$ cat config.mk
export PLATFORM = sky130hd
export DESIGN_NAME = rxs_status
export DESIGN_NICKNAME = d
export VERILOG_FILES = /design/src/hdl/rxs_pkg.sv /design/src/hdl/rxs_status.sv
export SDC_FILE = /design/constraint.sdc
export NUM_CORES = 1
export LEC_CHECK = 0
export ABC_CLOCK_PERIOD_IN_PS = 3000
export BUFFER_PORTS_ARGS = -buffer_cell sky130_fd_sc_hd__buf_4
export CORE_AREA = 5 5 200 202
export CTS_CLUSTER_DIAMETER = 60
export CTS_CLUSTER_SIZE = 24
export DETAILED_ROUTE_END_ITERATION = 10
export DIE_AREA = 0 0 205 207
export GPL_ROUTABILITY_DRIVEN = 0
export SKIP_LAST_GASP = 1
export SYNTH_ARGS = -nofsm -noshare
export SYNTH_HDL_FRONTEND = slang
export SYNTH_SLANG_ARGS = --single-unit
export TNS_END_PERCENT = 100
$ cat constraint.sdc
create_clock -name clock -period 3 [get_ports clock]
set_input_delay 0.3 -clock clock [delete_from_list [all_inputs] [get_ports clock]]
set_output_delay 0.3 -clock clock [all_outputs]
set_load 0.01 [all_outputs]
$ cat src/hdl/rxs_pkg.sv
// Purpose: shared constants and carriers for the receive status block
// Assumes: one receive clock, all event inputs synchronous to it
// Notes: widths fixed at the documented values
package rxs_pkg;
  localparam int PCS_LANE_COUNT = 20;            // pcs lanes in the metaframe
  localparam int LANE_IDX_W = 5;                 // width of a pcs lane number
  localparam int CNT_W = 2;                      // width of fcs count pulses
  localparam int LEN_W = 15;                     // max packet length setting width
  localparam int PRE_W = 56;                     // preamble bytes width
  localparam int MF_LEN_W = 14;                  // metaframe word counter width
  localparam logic [MF_LEN_W-1:0] MF_LEN_RST = 14'h3FFF; // default metaframe words minus one
  localparam logic [1:0] LF_TRIG = 2'h3;         // lf words (minus one) to enter fault
  localparam logic [6:0] LF_CLEAR = 7'h7F;       // good columns (minus one) to leave fault
  localparam logic [LEN_W-1:0] LEN_RST = 15'h0000; // reset value of byte counter

  // states of the received local fault tracker
  typedef enum logic [2:0] {
    RXS_LF_OK    = 3'b001,
    RXS_LF_COUNT = 3'b010,
    RXS_LF_FAULT = 3'b100
  } rxs_lf_state_t;

  // per-beat receive packet events
  typedef struct packed {
    logic sop;                   // first beat of a packet
    logic eop;                   // last beat of a packet
    logic fcs_ok;                // fcs matched at eop
    logic fcs_inverted;          // fcs equals inverse of expected
    logic [7:0] bytes;           // bytes in this beat
  } rxs_pkt_t;
endpackage

$ cat src/hdl/rxs_status.sv
// Purpose: receive path status and error indication
// Assumes: lane events arrive from the lane aligner in the clock domain
// Notes: pulses are one cycle wide and may repeat every cycle
`timescale 1ns/100ps
module rxs_status (
  input wire logic clock,                                           // receive clock, 25 mhz
  input wire logic rst_b,                                           // async reset, active low
  input wire logic [rxs_pkg::PCS_LANE_COUNT-1:0] lane_marker_ok,    // good marker seen per lane
  input wire logic [rxs_pkg::PCS_LANE_COUNT-1:0] lane_marker_bad,   // wrong marker seen per lane
  input wire logic [rxs_pkg::PCS_LANE_COUNT-1:0] lane_marker_malformed, // malformed marker word per lane
  input wire logic [rxs_pkg::PCS_LANE_COUNT-1:0] lane_bip_bad,      // bip8 mismatch per lane
  input wire logic [rxs_pkg::PCS_LANE_COUNT-1:0] lane_synced,       // word sync per physical lane
  input wire logic [rxs_pkg::PCS_LANE_COUNT*rxs_pkg::LANE_IDX_W-1:0] lane_id_in, // decoded lane ids
  input wire logic align_fail,                                      // aligner could not deskew
  input wire logic remote_fault_seen,                               // remote fault ordered set seen
  input wire logic lf_word_seen,                                    // local fault word this column
  input wire logic process_lfi,                                     // honour received lf words
  input wire logic test_pattern_gen,                                // test pattern generation on
  input wire logic ber_over,                                        // ber monitor over threshold
  input wire rxs_pkg::rxs_pkt_t pkt,                                // packet beat events
  input wire logic pkt_valid,                                       // pkt fields valid this beat
  input wire logic [rxs_pkg::LEN_W-1:0] max_packet_len,             // longest allowed packet
  input wire logic custom_preamble_enable,                          // present preamble bytes
  input wire logic [rxs_pkg::PRE_W-1:0] preamble_in,                // preamble bytes of packet
  output logic aligned_err,                                         // alignment error level
  output logic misaligned_pulse,                                    // metaframe late misalign
  output logic remote_fault,                                        // remote fault level
  output logic [rxs_pkg::PCS_LANE_COUNT*rxs_pkg::LANE_IDX_W-1:0] phys_lane_pcs_index, // lane numbers
  output logic [rxs_pkg::PCS_LANE_COUNT-1:0] pcs_lane_demux_done,   // lane demuxed levels
  output logic [rxs_pkg::CNT_W-1:0] bad_fcs_count,                  // bad fcs count pulse
  output logic [rxs_pkg::CNT_W-1:0] stomped_fcs_count,              // stomped fcs count pulse
  output logic truncated_pulse,                                     // truncation pulse
  output logic truncate_now,                                        // drop rest of packet
  output logic internal_local_fault,                                // internal lf level
  output logic received_local_fault,                                // received lf level
  output logic local_fault,                                         // combined lf level
  output logic [rxs_pkg::PCS_LANE_COUNT-1:0] bip_err_pulse,         // bip8 error pulses
  output logic high_error_rate_level,                               // high ber level
  output logic [rxs_pkg::PCS_LANE_COUNT-1:0] marker_word_err_pulse, // marker word error pulses
  output logic [rxs_pkg::PRE_W-1:0] preamble_out                    // received preamble
);

  // ---------------------------------------------------------------
  // state declarations
  // ---------------------------------------------------------------
  logic [rxs_pkg::PCS_LANE_COUNT-1:0] seen_ok;        // lanes with a good marker seen
  logic [rxs_pkg::PCS_LANE_COUNT-1:0] next_seen_ok;
  logic armed;                                        // all lanes once correct
  logic next_armed;
  logic err_pending;                                  // marker error awaiting metaframe end
  logic next_err_pending;
  logic [rxs_pkg::MF_LEN_W-1:0] mf_cnt;               // metaframe word counter
  logic [rxs_pkg::MF_LEN_W-1:0] next_mf_cnt;
  logic next_misaligned_pulse;
  logic next_aligned_err;
  logic next_remote_fault;
  logic [rxs_pkg::PCS_LANE_COUNT*rxs_pkg::LANE_IDX_W-1:0] next_index;
  logic [rxs_pkg::PCS_LANE_COUNT-1:0] next_demux;
  logic [rxs_pkg::PCS_LANE_COUNT-1:0] next_bip;
  logic [rxs_pkg::PCS_LANE_COUNT-1:0] next_mfe;
  logic [rxs_pkg::CNT_W-1:0] next_bad;
  logic [rxs_pkg::CNT_W-1:0] next_stomp;
  logic [rxs_pkg::LEN_W-1:0] byte_cnt;                // bytes so far in packet
  logic [rxs_pkg::LEN_W-1:0] next_byte_cnt;
  logic in_trunc;                                     // current packet already truncated
  logic next_in_trunc;
  logic next_truncated;
  logic next_internal_lf;
  logic next_high_ber;
  rxs_pkg::rxs_lf_state_t lf_state;                   // received lf tracker state
  rxs_pkg::rxs_lf_state_t next_lf_state;
  logic [1:0] lf_cnt;                                 // lf words counted
  logic [1:0] next_lf_cnt;
  logic [6:0] good_cnt;                               // clean columns while in fault
  logic [6:0] next_good_cnt;
  logic next_received_lf;
  logic [rxs_pkg::PRE_W-1:0] next_preamble;
  logic [rxs_pkg::LEN_W:0] sum_len;                   // byte count plus this beat

  // ---------------------------------------------------------------
  // per lane status
  // ---------------------------------------------------------------
  // per lane pulses, demux flags and lane numbers
  genvar g;
  generate
    for (g = 0; g < rxs_pkg::PCS_LANE_COUNT; g++) begin : g_lane
      always_comb begin
        next_bip[g] = lane_bip_bad[g];
        next_mfe[g] = lane_marker_malformed[g];
        next_demux[g] = lane_synced[g] & (seen_ok[g] | lane_marker_ok[g]);
        next_seen_ok[g] = lane_synced[g] & (seen_ok[g] | lane_marker_ok[g]);
        // number only meaningful while the lane is synced
        next_index[g*rxs_pkg::LANE_IDX_W +: rxs_pkg::LANE_IDX_W] =
          lane_synced[g] ? lane_id_in[g*rxs_pkg::LANE_IDX_W +: rxs_pkg::LANE_IDX_W]
                         : phys_lane_pcs_index[g*rxs_pkg::LANE_IDX_W +: rxs_pkg::LANE_IDX_W];
      end
    end
  endgenerate

  // ---------------------------------------------------------------
  // alignment and misalignment
  // ---------------------------------------------------------------
  // misalign reported at the metaframe boundary after the bad marker
  always_comb begin
    next_armed = armed | (&next_seen_ok);
    next_mf_cnt = (mf_cnt == '0) ? rxs_pkg::MF_LEN_RST : mf_cnt - 1'b1;
    next_err_pending = err_pending;
    next_misaligned_pulse = 1'b0;
    if (armed && (|lane_marker_bad)) begin
      next_err_pending = 1'b1;
    end
    if (mf_cnt == '0) begin
      next_misaligned_pulse = err_pending;
      next_err_pending = armed & (|lane_marker_bad);
    end
    if (|lane_marker_ok) begin
      next_mf_cnt = rxs_pkg::MF_LEN_RST;                         // realign counter on marker
    end
    next_aligned_err = align_fail | (armed & ~(&lane_synced));
    next_remote_fault = remote_fault_seen;
  end

  // ---------------------------------------------------------------
  // packet checks
  // ---------------------------------------------------------------
  // fcs classification, length tracking and preamble capture
  always_comb begin
    next_bad = '0;
    next_stomp = '0;
    next_truncated = 1'b0;
    next_byte_cnt = byte_cnt;
    next_in_trunc = in_trunc;
    next_preamble = preamble_out;
    sum_len = {1'b0, byte_cnt} + {{(rxs_pkg::LEN_W-8+1){1'b0}}, pkt.bytes};
    truncate_now = 1'b0;
    if (pkt_valid) begin
      if (pkt.sop) begin
        sum_len = {{(rxs_pkg::LEN_W-8+1){1'b0}}, pkt.bytes};
        next_in_trunc = 1'b0;
        if (custom_preamble_enable) begin
          next_preamble = preamble_in;
        end
      end
      if ((sum_len > {1'b0, max_packet_len}) && !(in_trunc && !pkt.sop)) begin
        truncate_now = 1'b1;
        next_truncated = 1'b1;
        next_in_trunc = 1'b1;
      end
      next_byte_cnt = sum_len[rxs_pkg::LEN_W] ? {rxs_pkg::LEN_W{1'b1}} : sum_len[rxs_pkg::LEN_W-1:0];
      if (pkt.eop) begin
        next_byte_cnt = rxs_pkg::LEN_RST;
        if (pkt.fcs_inverted) begin
          next_stomp = {{(rxs_pkg::CNT_W-1){1'b0}}, 1'b1};
        end else if (!pkt.fcs_ok) begin
          next_bad = {{(rxs_pkg::CNT_W-1){1'b0}}, 1'b1};
        end
      end
    end
  end

  // ---------------------------------------------------------------
  // fault tracking
  // ---------------------------------------------------------------
  // received lf: enter after several lf words, leave after clean run
  always_comb begin
    next_lf_state = lf_state;
    next_lf_cnt = lf_cnt;
    next_good_cnt = good_cnt;
    case (lf_state)
      rxs_pkg::RXS_LF_OK: begin
        next_lf_cnt = '0;
        if (process_lfi && lf_word_seen) begin
          next_lf_state = rxs_pkg::RXS_LF_COUNT;
        end
      end
      rxs_pkg::RXS_LF_COUNT: begin
        if (!(process_lfi && lf_word_seen)) begin
          next_lf_state = rxs_pkg::RXS_LF_OK;
        end else if (lf_cnt == rxs_pkg::LF_TRIG - 2'h1) begin
          next_lf_state = rxs_pkg::RXS_LF_FAULT;
          next_good_cnt = '0;
        end else begin
          next_lf_cnt = lf_cnt + 2'h1;
        end
      end
      rxs_pkg::RXS_LF_FAULT: begin
        if (process_lfi && lf_word_seen) begin
          next_good_cnt = '0;
        end else if (good_cnt == rxs_pkg::LF_CLEAR) begin
          next_lf_state = rxs_pkg::RXS_LF_OK;
        end else begin
          next_good_cnt = good_cnt + 7'h01;
        end
      end
      default: begin
        next_lf_state = rxs_pkg::RXS_LF_OK;
      end
    endcase
    next_received_lf = (next_lf_state == rxs_pkg::RXS_LF_FAULT);
    next_high_ber = ber_over;
    next_internal_lf = test_pattern_gen | next_aligned_err | ber_over;
  end

  // combined fault from the two registered sources
  assign local_fault = internal_local_fault | received_local_fault;

  // ---------------------------------------------------------------
  // registers
  // ---------------------------------------------------------------
  // status flops clear in reset; mf_cnt loads MF_LEN_RST and lf_state RXS_LF_OK
  always_ff @(posedge clock or negedge rst_b) begin
    if (!rst_b) begin
      seen_ok <= '0;
      armed <= 1'b0;
      err_pending <= 1'b0;
      mf_cnt <= rxs_pkg::MF_LEN_RST;
      misaligned_pulse <= 1'b0;
      aligned_err <= 1'b0;
      remote_fault <= 1'b0;
      phys_lane_pcs_index <= '0;
      pcs_lane_demux_done <= '0;
      bip_err_pulse <= '0;
      marker_word_err_pulse <= '0;
      bad_fcs_count <= '0;
      stomped_fcs_count <= '0;
      truncated_pulse <= 1'b0;
      byte_cnt <= rxs_pkg::LEN_RST;
      in_trunc <= 1'b0;
      preamble_out <= '0;
      lf_state <= rxs_pkg::RXS_LF_OK;
      lf_cnt <= '0;
      good_cnt <= '0;
      received_local_fault <= 1'b0;
      internal_local_fault <= 1'b0;
      high_error_rate_level <= 1'b0;
    end else begin
      seen_ok <= next_seen_ok;
      armed <= next_armed;
      err_pending <= next_err_pending;
      mf_cnt <= next_mf_cnt;
      misaligned_pulse <= next_misaligned_pulse;
      aligned_err <= next_aligned_err;
      remote_fault <= next_remote_fault;
      phys_lane_pcs_index <= next_index;
      pcs_lane_demux_done <= next_demux;
      bip_err_pulse <= next_bip;
      marker_word_err_pulse <= next_mfe;
      bad_fcs_count <= next_bad;
      stomped_fcs_count <= next_stomp;
      truncated_pulse <= next_truncated;
      byte_cnt <= next_byte_cnt;
      in_trunc <= next_in_trunc;
      preamble_out <= next_preamble;
      lf_state <= next_lf_state;
      lf_cnt <= next_lf_cnt;
      good_cnt <= next_good_cnt;
      received_local_fault <= next_received_lf;
      internal_local_fault <= next_internal_lf;
      high_error_rate_level <= next_high_ber;
    end
  end

endmodule

# ---- Yosys cells after proc, flatten, opt, wreduce, memory -nomap -nowiden
# Index checks and enable logic that the tools add are counted.
# Widths: inputs -> output; s select.
dict set report word_totals {
  regBits 271
  in_bits 293
  out_inout_bits 229
  wordCells 157
}
dict set report classes {
  n_addsub 4
  n_lt_le_gt_ge 1
  n_eq_ne 10
  mux 34
  bitwise 48
  n_reduce_logical 19
}
# cell n
set op_table {}
lappend op_table {{$reduce_and 20->1} 2}
lappend op_table {{$reduce_or 20->1} 2}
lappend op_table {{$mux 16} 2}
lappend op_table {{$mux 15} 2}
lappend op_table {{$mux 14} 2}
lappend op_table {{$mux 7} 4}
lappend op_table {{$or 1x1->1} 25}
lappend op_table {{$and 1x1->1} 22}
lappend op_table {{$add 15x8->16} 1}
lappend op_table {{$gt 16x15->1} 1}
lappend op_table {{$mux 3} 5}
lappend op_table {{$logic_not 14->1} 1}
lappend op_table {{$mux 1} 14}
lappend op_table {{$pmux 7 s2} 1}
lappend op_table {{$sub 14x1->14 const B} 1}
lappend op_table {{$pmux 3 s3} 1}
lappend op_table {{$reduce_bool 2->1} 4}
lappend op_table {{$add 7x1->7 const B} 1}
lappend op_table {{$eq 7x7->1 const B} 1}
lappend op_table {{$eq 3x3->1 const B} 2}
lappend op_table {{$ne 2x2->1 const B} 3}
lappend op_table {{$reduce_and 3->1} 2}
lappend op_table {{$logic_and 1x1->1} 4}
lappend op_table {{$mux 2} 2}
lappend op_table {{other kinds (10)} 11}

# ---- Longest topological paths before layout
# Gate-level depths: netlist (run 1).
dict set report depth {
  depth_word 7
  ltp_mapped 14
  ltp_nobuf 14
}

# ---- Worst setup path after synthesis (run 1)
# OpenSTA, ideal clock, no wires.
dict set report synth_timing {
  path_kind {flip-flop to output port}
  from {reg byte_cnt[1] (netlist name)}
  to {out truncate_now}
  t_arrival_ns 2.853
  required_time_ns 2.700
  path_slack_ns -0.153
  path_stages_with_launch 14
  path_buffers 1
  cell_sequence {dfrtp_1 -> ha_1 -> a211oi_1 -> o211ai_1 -> a32oi_1 -> buf_2 -> o21ai_0 -> a21oi_1 -> ha_1 -> a21o_1 -> a21oi_1 -> o2111ai_1 -> o2111ai_1 -> o21ai_0}
}
dict set report synth_between {
  elab_chain_cells 7
}
# element line
set synth_lines {}
lappend synth_lines {{start, declared} rxs_status.sv:63} ;# logic [rxs_pkg::LEN_W-1:0] byte_cnt;
lappend synth_lines {{start signal, assigned} rxs_status.sv:227} ;# byte_cnt <= rxs_pkg::LEN_RST;
lappend synth_lines {{start signal, assigned} rxs_status.sv:251} ;# byte_cnt <= next_byte_cnt;
lappend synth_lines {{$add 15x8->16} rxs_status.sv:134} ;# sum_len = {1'b0, byte_cnt} + {{(rxs_pkg::LEN_W-8+1){1'b0}}, pkt.bytes};
lappend synth_lines {{$mux 16} rxs_status.sv:137} ;# if (pkt.sop) begin
lappend synth_lines {{$mux 16} rxs_status.sv:136} ;# if (pkt_valid) begin
lappend synth_lines {{$gt 16x15->1} rxs_status.sv:144} ;# if ((sum_len > {1'b0, max_packet_len}) && !(in_trunc && !pkt.sop)) begin
lappend synth_lines {{$logic_and 1x1->1} rxs_status.sv:144}
lappend synth_lines {{$mux 1} rxs_status.sv:144}
lappend synth_lines {{$mux 1} rxs_status.sv:136}
lappend synth_lines {{end, declared} rxs_status.sv:33} ;# output logic truncate_now,
# No other way between the ends. The select of a mux whose other input is x is not followed.

# ---- Worst setup path in the final report (run 1)
dict set report layout_timing {
  from {reg byte_cnt[3] (netlist name)}
  to {out truncate_now}
}
# Same word-level chain as after synthesis.

==> results of run 1 <==
## final timing paths
check | start | to | slack [ns] | depth (start not counted)
setup / recovery | byte_cnt[3] | truncate_now | -0.93 | 14
hold / removal | lane_marker_ok[2] | seen_ok[2] | 0.03 | 2
setup reg to reg | byte_cnt[0] | in_trunc | -0.19 | 15
hold reg to reg | mf_cnt[0] | mf_cnt[0] | 0.47 | 1
max in group asynchronous | rst_b | seen_ok[15] | 1.90 | 3
min in group asynchronous | rst_b | phys_lane_pcs_index[40] | 0.27 | 2
## timing repair
action / in CTS / in global routing
endpoints found under the hold margin: 270 / 0
setup endpoints to repair: 3 / 3
hold buffers: 223 / 0
gates cloned: 0 / 0
pin swaps: 18 / 10
buffers inserted: 5 / 1
resized for setup: 9 / 5
## cell type report
| cell class | count | area [sq um] |
|---|---|---|
| diodes | 3 | 7.51 |
| clock buffers | 32 | 790 |
| clock inverters | 24 | 345 |
| fillers | 3287 | 18800 |
| inverters | 35 | 131 |
| multi-input cells | 495 | 4180 |
| flip-flops and latches | 269 | 6750 |
| well taps | 518 | 648 |
| repair buffers | 782 | 6460 |
## synth_stat cells, types with 3 or more instances
cell type	n
nor3b_1	3
nand3_1	9
a211oi_1	6
nand4_1	17
or3_1	9
a31oi_1	7
nor3_1	10
o21ai_0	32
mux2_2	158
mux2i_1	5
xor2_1	6
and3_1	5
o21a_1	24
buf_2	7
nor2b_1	5
nor4_1	14
xnor2_1	9
a21oi_1	19
inv_1	35
o211ai_1	8
a41oi_1	3
dfrtp_1	254
nand2_1	44
clkbuf_1	28
dfstp_2	15
ha_1	26
a21o_1	9
nand2b_1	9
nor2_1	21
## per-layer routing
metal  vias to the layer above  track usage (%)
met2                       327             33.9
met3                       106             5.02
met4                         0             8.57
li1                       4545                -
met5                         -                0
met1                      4877             19.6
## logic make-up (layout without fill, tap and decap cells)
group / count (synthesis) / count (layout)
compound gates: 125 / 125
buf+inv: 74 / 873
simple gates: 163 / 163
mux: 163 / 163
other cells: 1 / 5
fa+ha+maj: 27 / 27
xor+xnor: 15 / 15
flops: 269 / 269
## power by group
part / switching, mW / leakage, nW / internal (mW) / total, mW
clock network: 1.79 / 0.558 / 2.38 / 4.16
registers: 0.190 / 3.20 / 3.98 / 4.17
logic: 0.935 / 5.25 / 1.28 / 2.22
total: 2.91 / 9.00 / 7.64 / 10.5
## through the flow
step,setup slack (ns),setup TNS [ns]
5_1_grt,-1.14,-1.72
4_1_cts,-0.919,-0.919
3_3_place_gp,-0.438,-0.677
2_1_floorplan,0.00572,0
6_report,-0.933,-1.16
3_5_place_dp,-0.455,-0.736
## flip-flops by register name, summed over array words and instances, names as in the netlist, 2 cells and up
name                   count
phys_lane_pcs_index      100
lf_cnt                     2
lf_state                   3
preamble_out              56
good_cnt                   7
mf_cnt                    14
marker_word_err_pulse     20
byte_cnt                  15
seen_ok                   20
bip_err_pulse             20
==> impl_results.md, run 1 <==
* Global Route Usage Sum at 18.5%
* Met2 routed wirelength at 21,500 microns
* Endpoints failing setup at 3
* Number of synthesized flops with an enable pin at 0
* Final Instance Area at 19,300 sq um
* Top layer in use: met4
* Clk_lat worst skew at 0.56 ns
* Share of the core filled with cells at 50.7%
* Leakage power at 9.00 nW
* Syn-to-layout area delta at 74.4%
* Multiplexer share of the synthesized area at 16.5%
* Share of the synthesized area in the top cell type at 57.4%
* Hold WS at 0.0265 ns
* DR vias at 9,855
* Yosys cell types at 60
* Status: finished with violations
* Die span in x at 205 microns
* Fin crit share at 131%
* Number of global-route vias before repair at 11,100
* Max frequency at 254 MHz
* DRC Markers at 0
* RSZ-0062 raised after global routing: true
* CORE AREA at 38,100 sq um
* Commonest non-fill, non-tap cell in the layout: buf_4
* Hpwl dp at 29,800 microns
* Overall power at 10.5 mW
* Cts bufs inserted at 31
* Critical-path top delay cell: dfrtp_1
* Number of synthesized register bits at 269
* Cell taking the most area after synthesis: dfrtp_1
* Min cycle time layout at 3.93 ns
* Worst path cell trace: ha_1, o211ai_1, o211ai_1, a32oi_2, buf_4, or3_4, a21oi_2, ha_1, nand4_1, nor4_2, a21oi_2, o2111ai_2, o21ai_2, buf_4
* Die ar. at 42,400 sq um
* Post-Synthesis Mean Instance Area at 13.2 sq um
* DP Cell Count at 1,870
* Sink Count at 269
* Critical path's largest stage delay at 0.38 ns
* Critical Path Start Type: flop
* Worst-path fanout max at 4
* Critical Path AT at 3.63 ns
* Synthesized instance count at 837
* Worst slew pin tran at 0.716 ns
* Grt ovf at 0
* Clock Path Buffers at 3
* Max_slew headroom at 52.3%
* Cell Area, Synth at 11,100 sq um
* CP Buf/Inv Count at 2
* Initial Util at 29.1%
* Largest family of logic cells by synthesized area: multiplexers
* Worst Skew at 0.0104 ns
* Post-synthesis compound-gate area fraction at 7.45%
* Worst path top cell family by delay: compound AO/OA/AOI/OAI gates
* Setup CP Type: flop to output pin
* Worst setup EP type: output pin
* Routed WL at 40,800 microns
* CTS clk-pin slew, worst paths at 0.08 ns
* Final #Nets at 1,934
* CTS tree: yes
* Row count at 72
* Vias per cell at 4.57
* Max-slew violations at 0
* P per Cell Area at 546 nW/um^2
* Ys flop type: dfrtp_1
* Share of cells above drive strength 1 at 50.0%
* Synth Area in XOR/XNOR at 1.19%
* Port Buffers at 519
* Synth warn at 0
* Post-Synth Adder-Cell Area at 3.12%
* Pin count of the biggest net entering global routing at 62
* Fin worst setup slack at -0.933 ns
* WL per Instance at 18.9 microns
* Post-DP Area at 15,800 sq um
* Non-Filler Instances at 2,158
* Top cells by area, synth: dfrtp_1 57%, mux2_2 16%, dfstp_2 3.6%
* Number of max-cap violations at 0
* CP required at 2.70 ns
* Final hold vios at 0
* Initial antenna violation count at 3
* HP Class: input port to flop
* I/O pin cnt at 522
* Max VDD drop at 0.487 mV
* Root Driver: clkbuf_16
* Failing checks: setup timing
* M1 WL at 14,200 microns
* Post-synthesis sequential area ratio at 61.0%
* First-pass GRT wire length at 62,200 microns
* H-tree levels at 1
* Most frequent cells in the layout: 556 x buf_4, 254 x dfrtp_1, 223 x dlygate4sd3_1
* Post-synthesis simple-gate area fraction at 8.08%
* Die Ht at 207 microns
* Antenna Nets Post-Route at 0
* Met3 WL at 2890 microns
* First DRT Iteration DRCs at 315
* FFs w/ async S/R, synth at 100%
* DR pass1 iterations at 4
Note: power is estimated with default switching activity, not from simulation.
==> run 2, diff against run 1 <==
Settings changed: GPL_TIMING_DRIVEN set to 0, SLEW_MARGIN set to 20.
==> run 2 against run 1 <==
Effect of this change: the flow still finishes with violations (setup timing); clock power down 7.5%; worst hold slack worse by 0.022 ns; die area is the same; wire length shrank 0.70%; clock skew increased by 0.020 ns; via count down 1.6%; critical endpoint unchanged; largest power group unchanged.
==> impl_results.md, run 2 (same netlist as run 1, synthesis figures left out) <==
* CTS clk-pin slew, worst paths at 0.08 ns (about the same)
* Commonest non-fill, non-tap cell in the layout: buf_4
* DRC Markers at 0 (unchanged)
* Hpwl dp at 29,900 microns (+0.31%)
* DR pass1 iterations at 4 (unchanged)
* Switching part of the total at 27.7% (+0.14 points)
* Number of max-cap violations at 0 (unchanged)
* Final hold vios at 0 (unchanged)
* Fin worst setup slack at -1.10 ns (-0.170 ns)
* Worst setup EP type: output pin
* Logic pwr share at 21.2% (+0.2 points)
* Die span in x at 205 microns (unchanged)
* Post-DP Area at 15,600 sq um (-1.2%)
* WL per Instance at 18.9 microns (about the same)
* Internal power at 7.35 mW (-3.7%)
* P per Cell Area at 534 nW/um^2 (-2.1%)
* Multi-input gate area at 4180 sq um (+0.15%)
* First DRT Iteration DRCs at 369 (+17%)
* Min cycle time layout at 4.10 ns (+0.170 ns)
* Worst-path fanout max at 4 (unchanged)
* Number of flip-flops in the largest register at 100 (unchanged)
* Antenna Nets Post-Route at 0 (unchanged)
* Pin count of the biggest net entering global routing at 96 (+55%)
* I/O pin cnt at 522 (unchanged)
* Die ar. at 42,400 sq um (unchanged)
* Global Route Usage Sum at 18.5% (+0.033 points)
* Sink Count at 269 (unchanged)
* Leakage power at 8.79 nW (-2.4%)
* CP required at 2.70 ns (about the same)
* Fin crit share at 137% (+5.7 points)
* Critical Path AT at 3.80 ns (+0.17 ns)
* H-tree levels at 1 (unchanged)
* Fillers at 3,274 (-0.40%)
* Status: finished with violations
* Setup_tns at -1.76 ns (-0.595 ns)
* Setup CP Type: flop to output pin
* Seq pwr share at 40.9% (+1.4 points)
* Clock Path Buffers at 3 (unchanged)
* Critical-path top delay cell: dfrtp_1
* Final #Nets at 1,920 (-0.72%)
* Row count at 72 (unchanged)
* Max_slew headroom at 51.8% (-0.46 points)
* Root Driver: clkbuf_16
* Initial antenna violation count at 0 (-3)
* HP Class: input port to flop
* CORE AREA at 38,100 sq um (unchanged)
* ANT cells at 0 (-3)
* Cts bufs inserted at 29 (-6.5%)
* RSZ-0062 raised after global routing: true
* Syn-to-layout area delta at 71.9%
* Most frequent cells in the layout: 509 x buf_4, 254 x dfrtp_1, 221 x dlygate4sd3_1
* Critical path's largest stage delay at 0.41 ns (+0.03 ns)
* Vias per cell at 4.53 (-0.81%)
* Failing checks: setup timing
* Reg with most FFs: phys_lane_pcs_index
* Max VDD drop at 0.551 mV (+13%)
* Final Instance Area at 19,000 sq um (-1.4%)
* Port Buffers at 498 (-4.0%)
* Worst path cell trace: ha_4, o211ai_1, o211ai_1, a32oi_2, buf_4, or3_4, a21oi_2, ha_1, a21o_1, a21oi_2, o2111ai_2, o2111ai_2, o21ai_2, buf_4
* Clk_lat worst skew at 0.57 ns (about the same)
* Max-slew violations at 0 (unchanged)
* Sw Pwr at 2.82 mW (-3.1%)
* DR vias at 9,698 (-1.6%)
* Largest regs: phys_lane_pcs_index (100), preamble_out (56)
* Die Ht at 207 microns (unchanged)
* Endpoints failing setup at 3 (unchanged)
* Critical Path Start Type: flop
* Worst Skew at 0.0306 ns (+0.0202 ns)
* Number of global-route vias before repair at 10,800 (-2.4%)
* Storage cell area at 6750 sq um (unchanged)
* CTS tree: yes
* Grt ovf at 0 (unchanged)
* Max frequency at 244 MHz (-4.1%)
* Worst slew pin tran at 0.721 ns (+0.00528 ns)
* Share of cells above drive strength 1 at 47.9% (-2.1 points)
* Clock share of power at 37.8% (-1.7 points)
* Initial Util at 29.1% (unchanged)
* Routed WL at 40,500 microns (-0.70%)
* First-pass GRT wire length at 62,500 microns (+0.61%)
[run 2: layout make-up]
class | count | share of cell area, %
Clock inverter | 23 | 1.58
Clock buffer | 31 | 3.90
Timing Repair Buffer | 731 | 32.1
Sequential cell | 269 | 35.5
Multi-Input combinational cell | 495 | 22.0
Inverter | 35 | 0.690
Buffer | 39 | 0.874
Tap cell | 518 | 3.41
[run 2: layer usage]
metal | vias to the layer above | wire [microns] | GRT usage (%) | part of all wire [%]
met5 | - | 0 | 0 | 0
met4 | 0 | 1660 | 6.40 | 4.1
met3 | 83 | 3000 | 5.43 | 7.4
met2 | 339 | 21600 | 34.0 | 53
met1 | 4756 | 14300 | 20.3 | 35
li1 | 4520 | - | - | -
[run 2: what timing repair did]
action	in CTS	in global routing
setup endpoints to repair	3	3
hold buffers	221	0
gates resized for setup	12	2
endpoints found under the hold margin	319	0
setup buffers	6	3
pin swaps	17	2
[run 2: final timing paths]
check / end / cells after the start / slack, ns / from
setup / recovery: truncate_now / 14 / -1.10 / byte_cnt[4]
hold / removal: aligned_err / 2 / 0.004 / align_fail
setup reg to reg: in_trunc / 16 / -0.42 / byte_cnt[4]
hold reg to reg: mf_cnt[0] / 1 / 0.46 / mf_cnt[0]
max in group asynchronous: preamble_out[53] / 4 / 1.63 / rst_b
min in group asynchronous: phys_lane_pcs_index[6] / 2 / 0.19 / rst_b
[run 2: power by group through the flow]
stage | registers (mW) | logic, mW | clock network (mW)
global placement | 4.21 | 1.86 | 0
global route | 4.21 | 2.32 | 4.10
finish | 4.16 | 2.16 | 3.85
CTS | 4.16 | 2.16 | 3.97
detailed placement | 4.23 | 1.89 | 0
floorplan | 4.37 | 0.598 | 0
[run 2: metrics by stage]
stage               setup WS [ns]  instances  power, mW  hold WS [ns]  utilization [%]
global route                -1.31       2141       10.6       0.00542             49.9
finish                      -1.10       2141       10.2       0.00419             49.9
floorplan                 0.00572        838       4.97       0.00441                -
CTS                         -1.09       2138       10.3       0.00353             49.9
detailed placement         -0.694       1857       6.12         0.187             41.0
global placement           -0.793       1854       6.06         0.409             40.8
[run 2: worst max-delay path, delay by kind of cell, from the launching register on]
| kind | cells | cell delay, ns |
|---|---|---|
| flops | 1 | 0.41 |
| buf+inv | 2 | 0.32 |
| compound gates | 9 | 1.57 |
| fa+ha+maj | 2 | 0.55 |
| simple gates | 1 | 0.38 |
==> run 3, diff against run 2 <==
Settings changed: ABC_AREA set to 1.
==> run 3 against run 2 <==
Effect of this change: synthesized area about the same; count of clock-buffer cells in the layout unchanged; highest routed layer unchanged; critical endpoint unchanged; worst hold slack improved by 0.028 ns; clock power increased by 4%; total power increased by 0.81%; largest cell class unchanged; clock skew decreased by 0.013 ns; the run still ends with setup timing left; non-clock buffer count decreased by 6; core utilization about the same; sequential power about the same; largest power group unchanged; final cell count increased by 4.2%.
==> impl_results.md, run 3 <==
* Status: finished with violations
* Failing checks: setup timing
* Post-synth top cells: 254 x dfrtp_1, 156 x mux2_2, 123 x nand2_1, 98 x inv_1, 47 x o21ai_0
* Most frequent cell after synthesis: dfrtp_1
* I/O pin cnt at 522 (unchanged)
* Fin crit share at 130% (-6.6 points)
* Reg with most FFs: phys_lane_pcs_index
* Sw Pwr at 2.89 mW (+2.4%)
* Number of flip-flops in the largest register at 100 (unchanged)
* CTS tree: yes
* Critical Path AT at 3.60 ns (-0.20 ns)
* Clock share of power at 38.9% (+1.1 points)
* Worst setup EP type: output pin
* Post-synthesis sequential area ratio at 60.9% (about the same)
* First-pass GRT wire length at 60,900 microns (-2.7%)
* Number of max-cap violations at 0 (unchanged)
* Worst-path fanout max at 3 (-1)
* Cell taking the most area after synthesis: dfrtp_1
* Reg-to-reg startpoint: byte_cnt[0]
* Row count at 72 (unchanged)
* DR vias at 9,829 (+1.4%)
* Hpwl dp at 30,000 microns (+0.33%)
* Max frequency at 256 MHz (+5.1%)
* Critical path's largest stage delay at 0.38 ns (-0.03 ns)
* Die Ht at 207 microns (unchanged)
* Share of the synthesized area in the top cell type at 57.4% (about the same)
* Worst path cell trace: ha_4, inv_4, fa_2, nand3b_1, nand2_2, inv_2, nor2_2, nor2_1, nand2_1, nand3_1, o21ai_2, inv_1, ha_4, nand4_1, nor2_4, nand2_2, nand3_2, nand2_1, nand2_1, nand2_1, nand2_1, nand2_2, a21oi_4, buf_6
* Number of global-route vias before repair at 10,800 (-0.037%)
* Top cells by area, synth: dfrtp_1 57%, mux2_2 16%, nand2_1 4.2%
* Global Route Usage Sum at 18.2% (-0.37 points)
* Antenna Nets Post-Route at 0 (unchanged)
* Synth warn at 0 (unchanged)
* Post-DP Area at 15,600 sq um (-0.51%)
* First DRT Iteration DRCs at 348 (-5.7%)
* Ys flop type: dfrtp_1
* Internal power at 7.36 mW (+0.19%)
* Root Driver: clkbuf_16
* RSZ-0062 raised after global routing: true
* HP Class: input port to flop
* WL per Instance at 17.9 microns (-5.4%)
* Synthesized instance count at 926 (+11%)
* P per Cell Area at 539 nW/um^2 (+0.80%)
* Setup CP Type: flop to output pin
* Critical-path top delay cell: dfrtp_1
* Final #Nets at 2,009 (+4.6%)
* CP required at 2.70 ns (about the same)
* Vias per cell at 4.41 (-2.7%)
* Post-Synthesis Mean Instance Area at 12.0 sq um (-9.6%)
* Final Instance Area at 19,000 sq um (about the same)
* Initial antenna violation count at 1 (+1)
* Worst Skew at 0.0171 ns (-0.0135 ns)
* Switching part of the total at 28.2% (+0.44 points)
* Logic pwr share at 20.4% (-0.8 points)
* Cell Area, Synth at 11,100 sq um (about the same)
* Crit path from: byte_cnt[0]
* Levels on crit path at 24 (+10)
* DR pass1 iterations at 4 (unchanged)
* Worst R2R Setup Slack at -0.21 ns (+0.21 ns)
* Die ar. at 42,400 sq um (unchanged)
* Max-slew violations at 0 (unchanged)
* Seq pwr share at 40.6% (-0.3 points)
* Cts bufs inserted at 31 (+6.9%)
* FFs w/ async S/R, synth at 100% (unchanged)
* Grt ovf at 0 (unchanged)
* CP Buf/Inv Count at 4 (+2)
* Initial Util at 29.1% (about the same)
* Port Buffers at 497 (-0.20%)
* Sink Count at 269 (unchanged)
* Endpoints failing setup at 3 (unchanged)
* R2R cell count at 27 (+11)
* Clock Path Buffers at 3 (unchanged)
* Commonest non-fill, non-tap cell in the layout: buf_4
* Largest regs: phys_lane_pcs_index (100), preamble_out (56)
* Critical Path Start Type: flop
* Final hold vios at 0 (unchanged)
* CORE AREA at 38,100 sq um (unchanged)
* Max_slew headroom at 56.8% (+5.0 points)
* Critical Path End: truncate_now
* Pin count of the biggest net entering global routing at 95 (-1.0%)
* Routed WL at 39,900 microns (-1.4%)
* Min cycle time layout at 3.90 ns (-0.199 ns)
* Worst slew pin tran at 0.648 ns (-0.0727 ns)
* Most frequent cells in the layout: 506 x buf_4, 254 x dfrtp_1, 220 x dlygate4sd3_1
* Max VDD drop at 0.461 mV (-16%)
* Yosys cell types at 42 (-30%)
* Hold WS at 0.0323 ns (+0.0281 ns)
* H-tree levels at 1 (unchanged)
* Share of the core filled with cells at 50.0% (about the same)
* CTS clk-pin slew, worst paths at 0.07 ns (about the same)
* Share of cells above drive strength 1 at 46.1% (-1.8 points)
* Clk_lat worst skew at 0.57 ns (about the same)
* Number of synthesized register bits at 269 (unchanged)
* Worst path top cell family by delay: simple AND/OR/NAND/NOR gates
* Crit-path most repeated cell: nand2_1
* Fin worst setup slack at -0.904 ns (+0.199 ns)
* Worst R2R End: truncated_pulse
* Number of synthesized flops with an enable pin at 0 (unchanged)
* Die span in x at 205 microns (unchanged)
* DRC Markers at 0 (unchanged)
* Syn-to-layout area delta at 71.9% (about the same)
* Leakage power at 9.32 nW (+6.1%)
==> run 3: cells by family (layout without fill, tap and decap cells) <==
logic type | count (synthesis) | in the layout | synth area share (%)
and+or+nand+nor | 248 | 248 | 10.4
buffers and inverters | 135 | 920 | 4.76
xor gates and xnor gates | 7 | 7 | 0.553
DFF | 269 | 269 | 60.9
other | 1 | 3 | 0.0339
AOI/OAI and AO/OA | 82 | 82 | 4.29
adders and majority gates | 27 | 27 | 3.12
muxes | 157 | 157 | 15.9
==> run 3: worst reg2reg max path, delay by kind of cell (launching register included) <==
| kind | cells | cell delay [ns] |
|---|---|---|
| adder cells (fa/ha/maj) | 3 | 0.73 |
| AO/OA/AOI/OAI | 2 | 0.17 |
| flip-flops | 1 | 0.38 |
| AND/OR/NAND/NOR | 16 | 1.25 |
| buffers and inverters | 6 | 0.58 |
==> run 3: stage by stage <==
stage | instances | TNS, ns | power, mW | worst slack, ns
after CTS | 2228 | -1.19 | 10.4 | -1.01
after floorplan | 927 | 0 | 4.93 | 0.0434
after global routing | 2231 | -1.85 | 10.7 | -1.15
after global placement | 1942 | -202.56 | 6.00 | -0.814
after detailed placement | 1945 | -1.66 | 6.06 | -0.801
final | 2231 | -1.16 | 10.3 | -0.904
==> run 3: cell type report <==
| class | count | area (sq um) |
|---|---|---|
| Timing Repair Buffer | 729 | 6090 |
| Antenna cell | 1 | 2.50 |
| Inverter | 100 | 378 |
| Tap cell | 518 | 648 |
| Buffer | 35 | 151 |
| Fill cell | 3335 | 19100 |
| Multi-Input combinational cell | 523 | 3900 |
| Clock inverter | 25 | 333 |
| Clock buffer | 31 | 776 |
| Sequential cell | 269 | 6750 |
==> run 3: power by group through the flow <==
| stage | clock, mW | sequential, mW | combinational [mW] |
|---|---|---|---|
| final | 3.99 | 4.17 | 2.10 |
| after floorplan | 0 | 4.37 | 0.555 |
| after CTS | 4.11 | 4.16 | 2.10 |
| after detailed placement | 0 | 4.23 | 1.83 |
| after global routing | 4.24 | 4.21 | 2.25 |
| after global placement | 0 | 4.22 | 1.79 |
==> run 3: worst min path at each step <==
stage,slack [ns],to,from,depth (start not counted)
final,0.03,seen_ok[6],lane_marker_ok[6],3
after global routing,0.02,seen_ok[6],lane_marker_ok[6],3
after CTS,0.005,seen_ok[9],lane_marker_ok[9],3
after detailed placement,0.12,byte_cnt[1],rst_b,1
after global placement,0.41,marker_word_err_pulse[18],lane_marker_malformed[18],1
after floorplan,0.004,aligned_err,rst_b,0
==> run 3: timing repair <==
action | in CTS | in global routing
setup buffers | 7 | 2
resized for setup | 18 | 13
pin swaps | 10 | 11
hold buffers | 220 | 0
endpoints found under the setup margin | 3 | 3
hold endpoints to repair | 471 | 0
==> run 3: per-layer routing <==
metal | part of all wire (%) | up-vias | track usage, %
met5 | 0 | - | 0
li1 | - | 4609 | -
met1 | 35 | 4787 | 19.1
met2 | 54 | 344 | 34.8
met3 | 6.6 | 89 | 4.66
met4 | 4.1 | 0 | 6.10
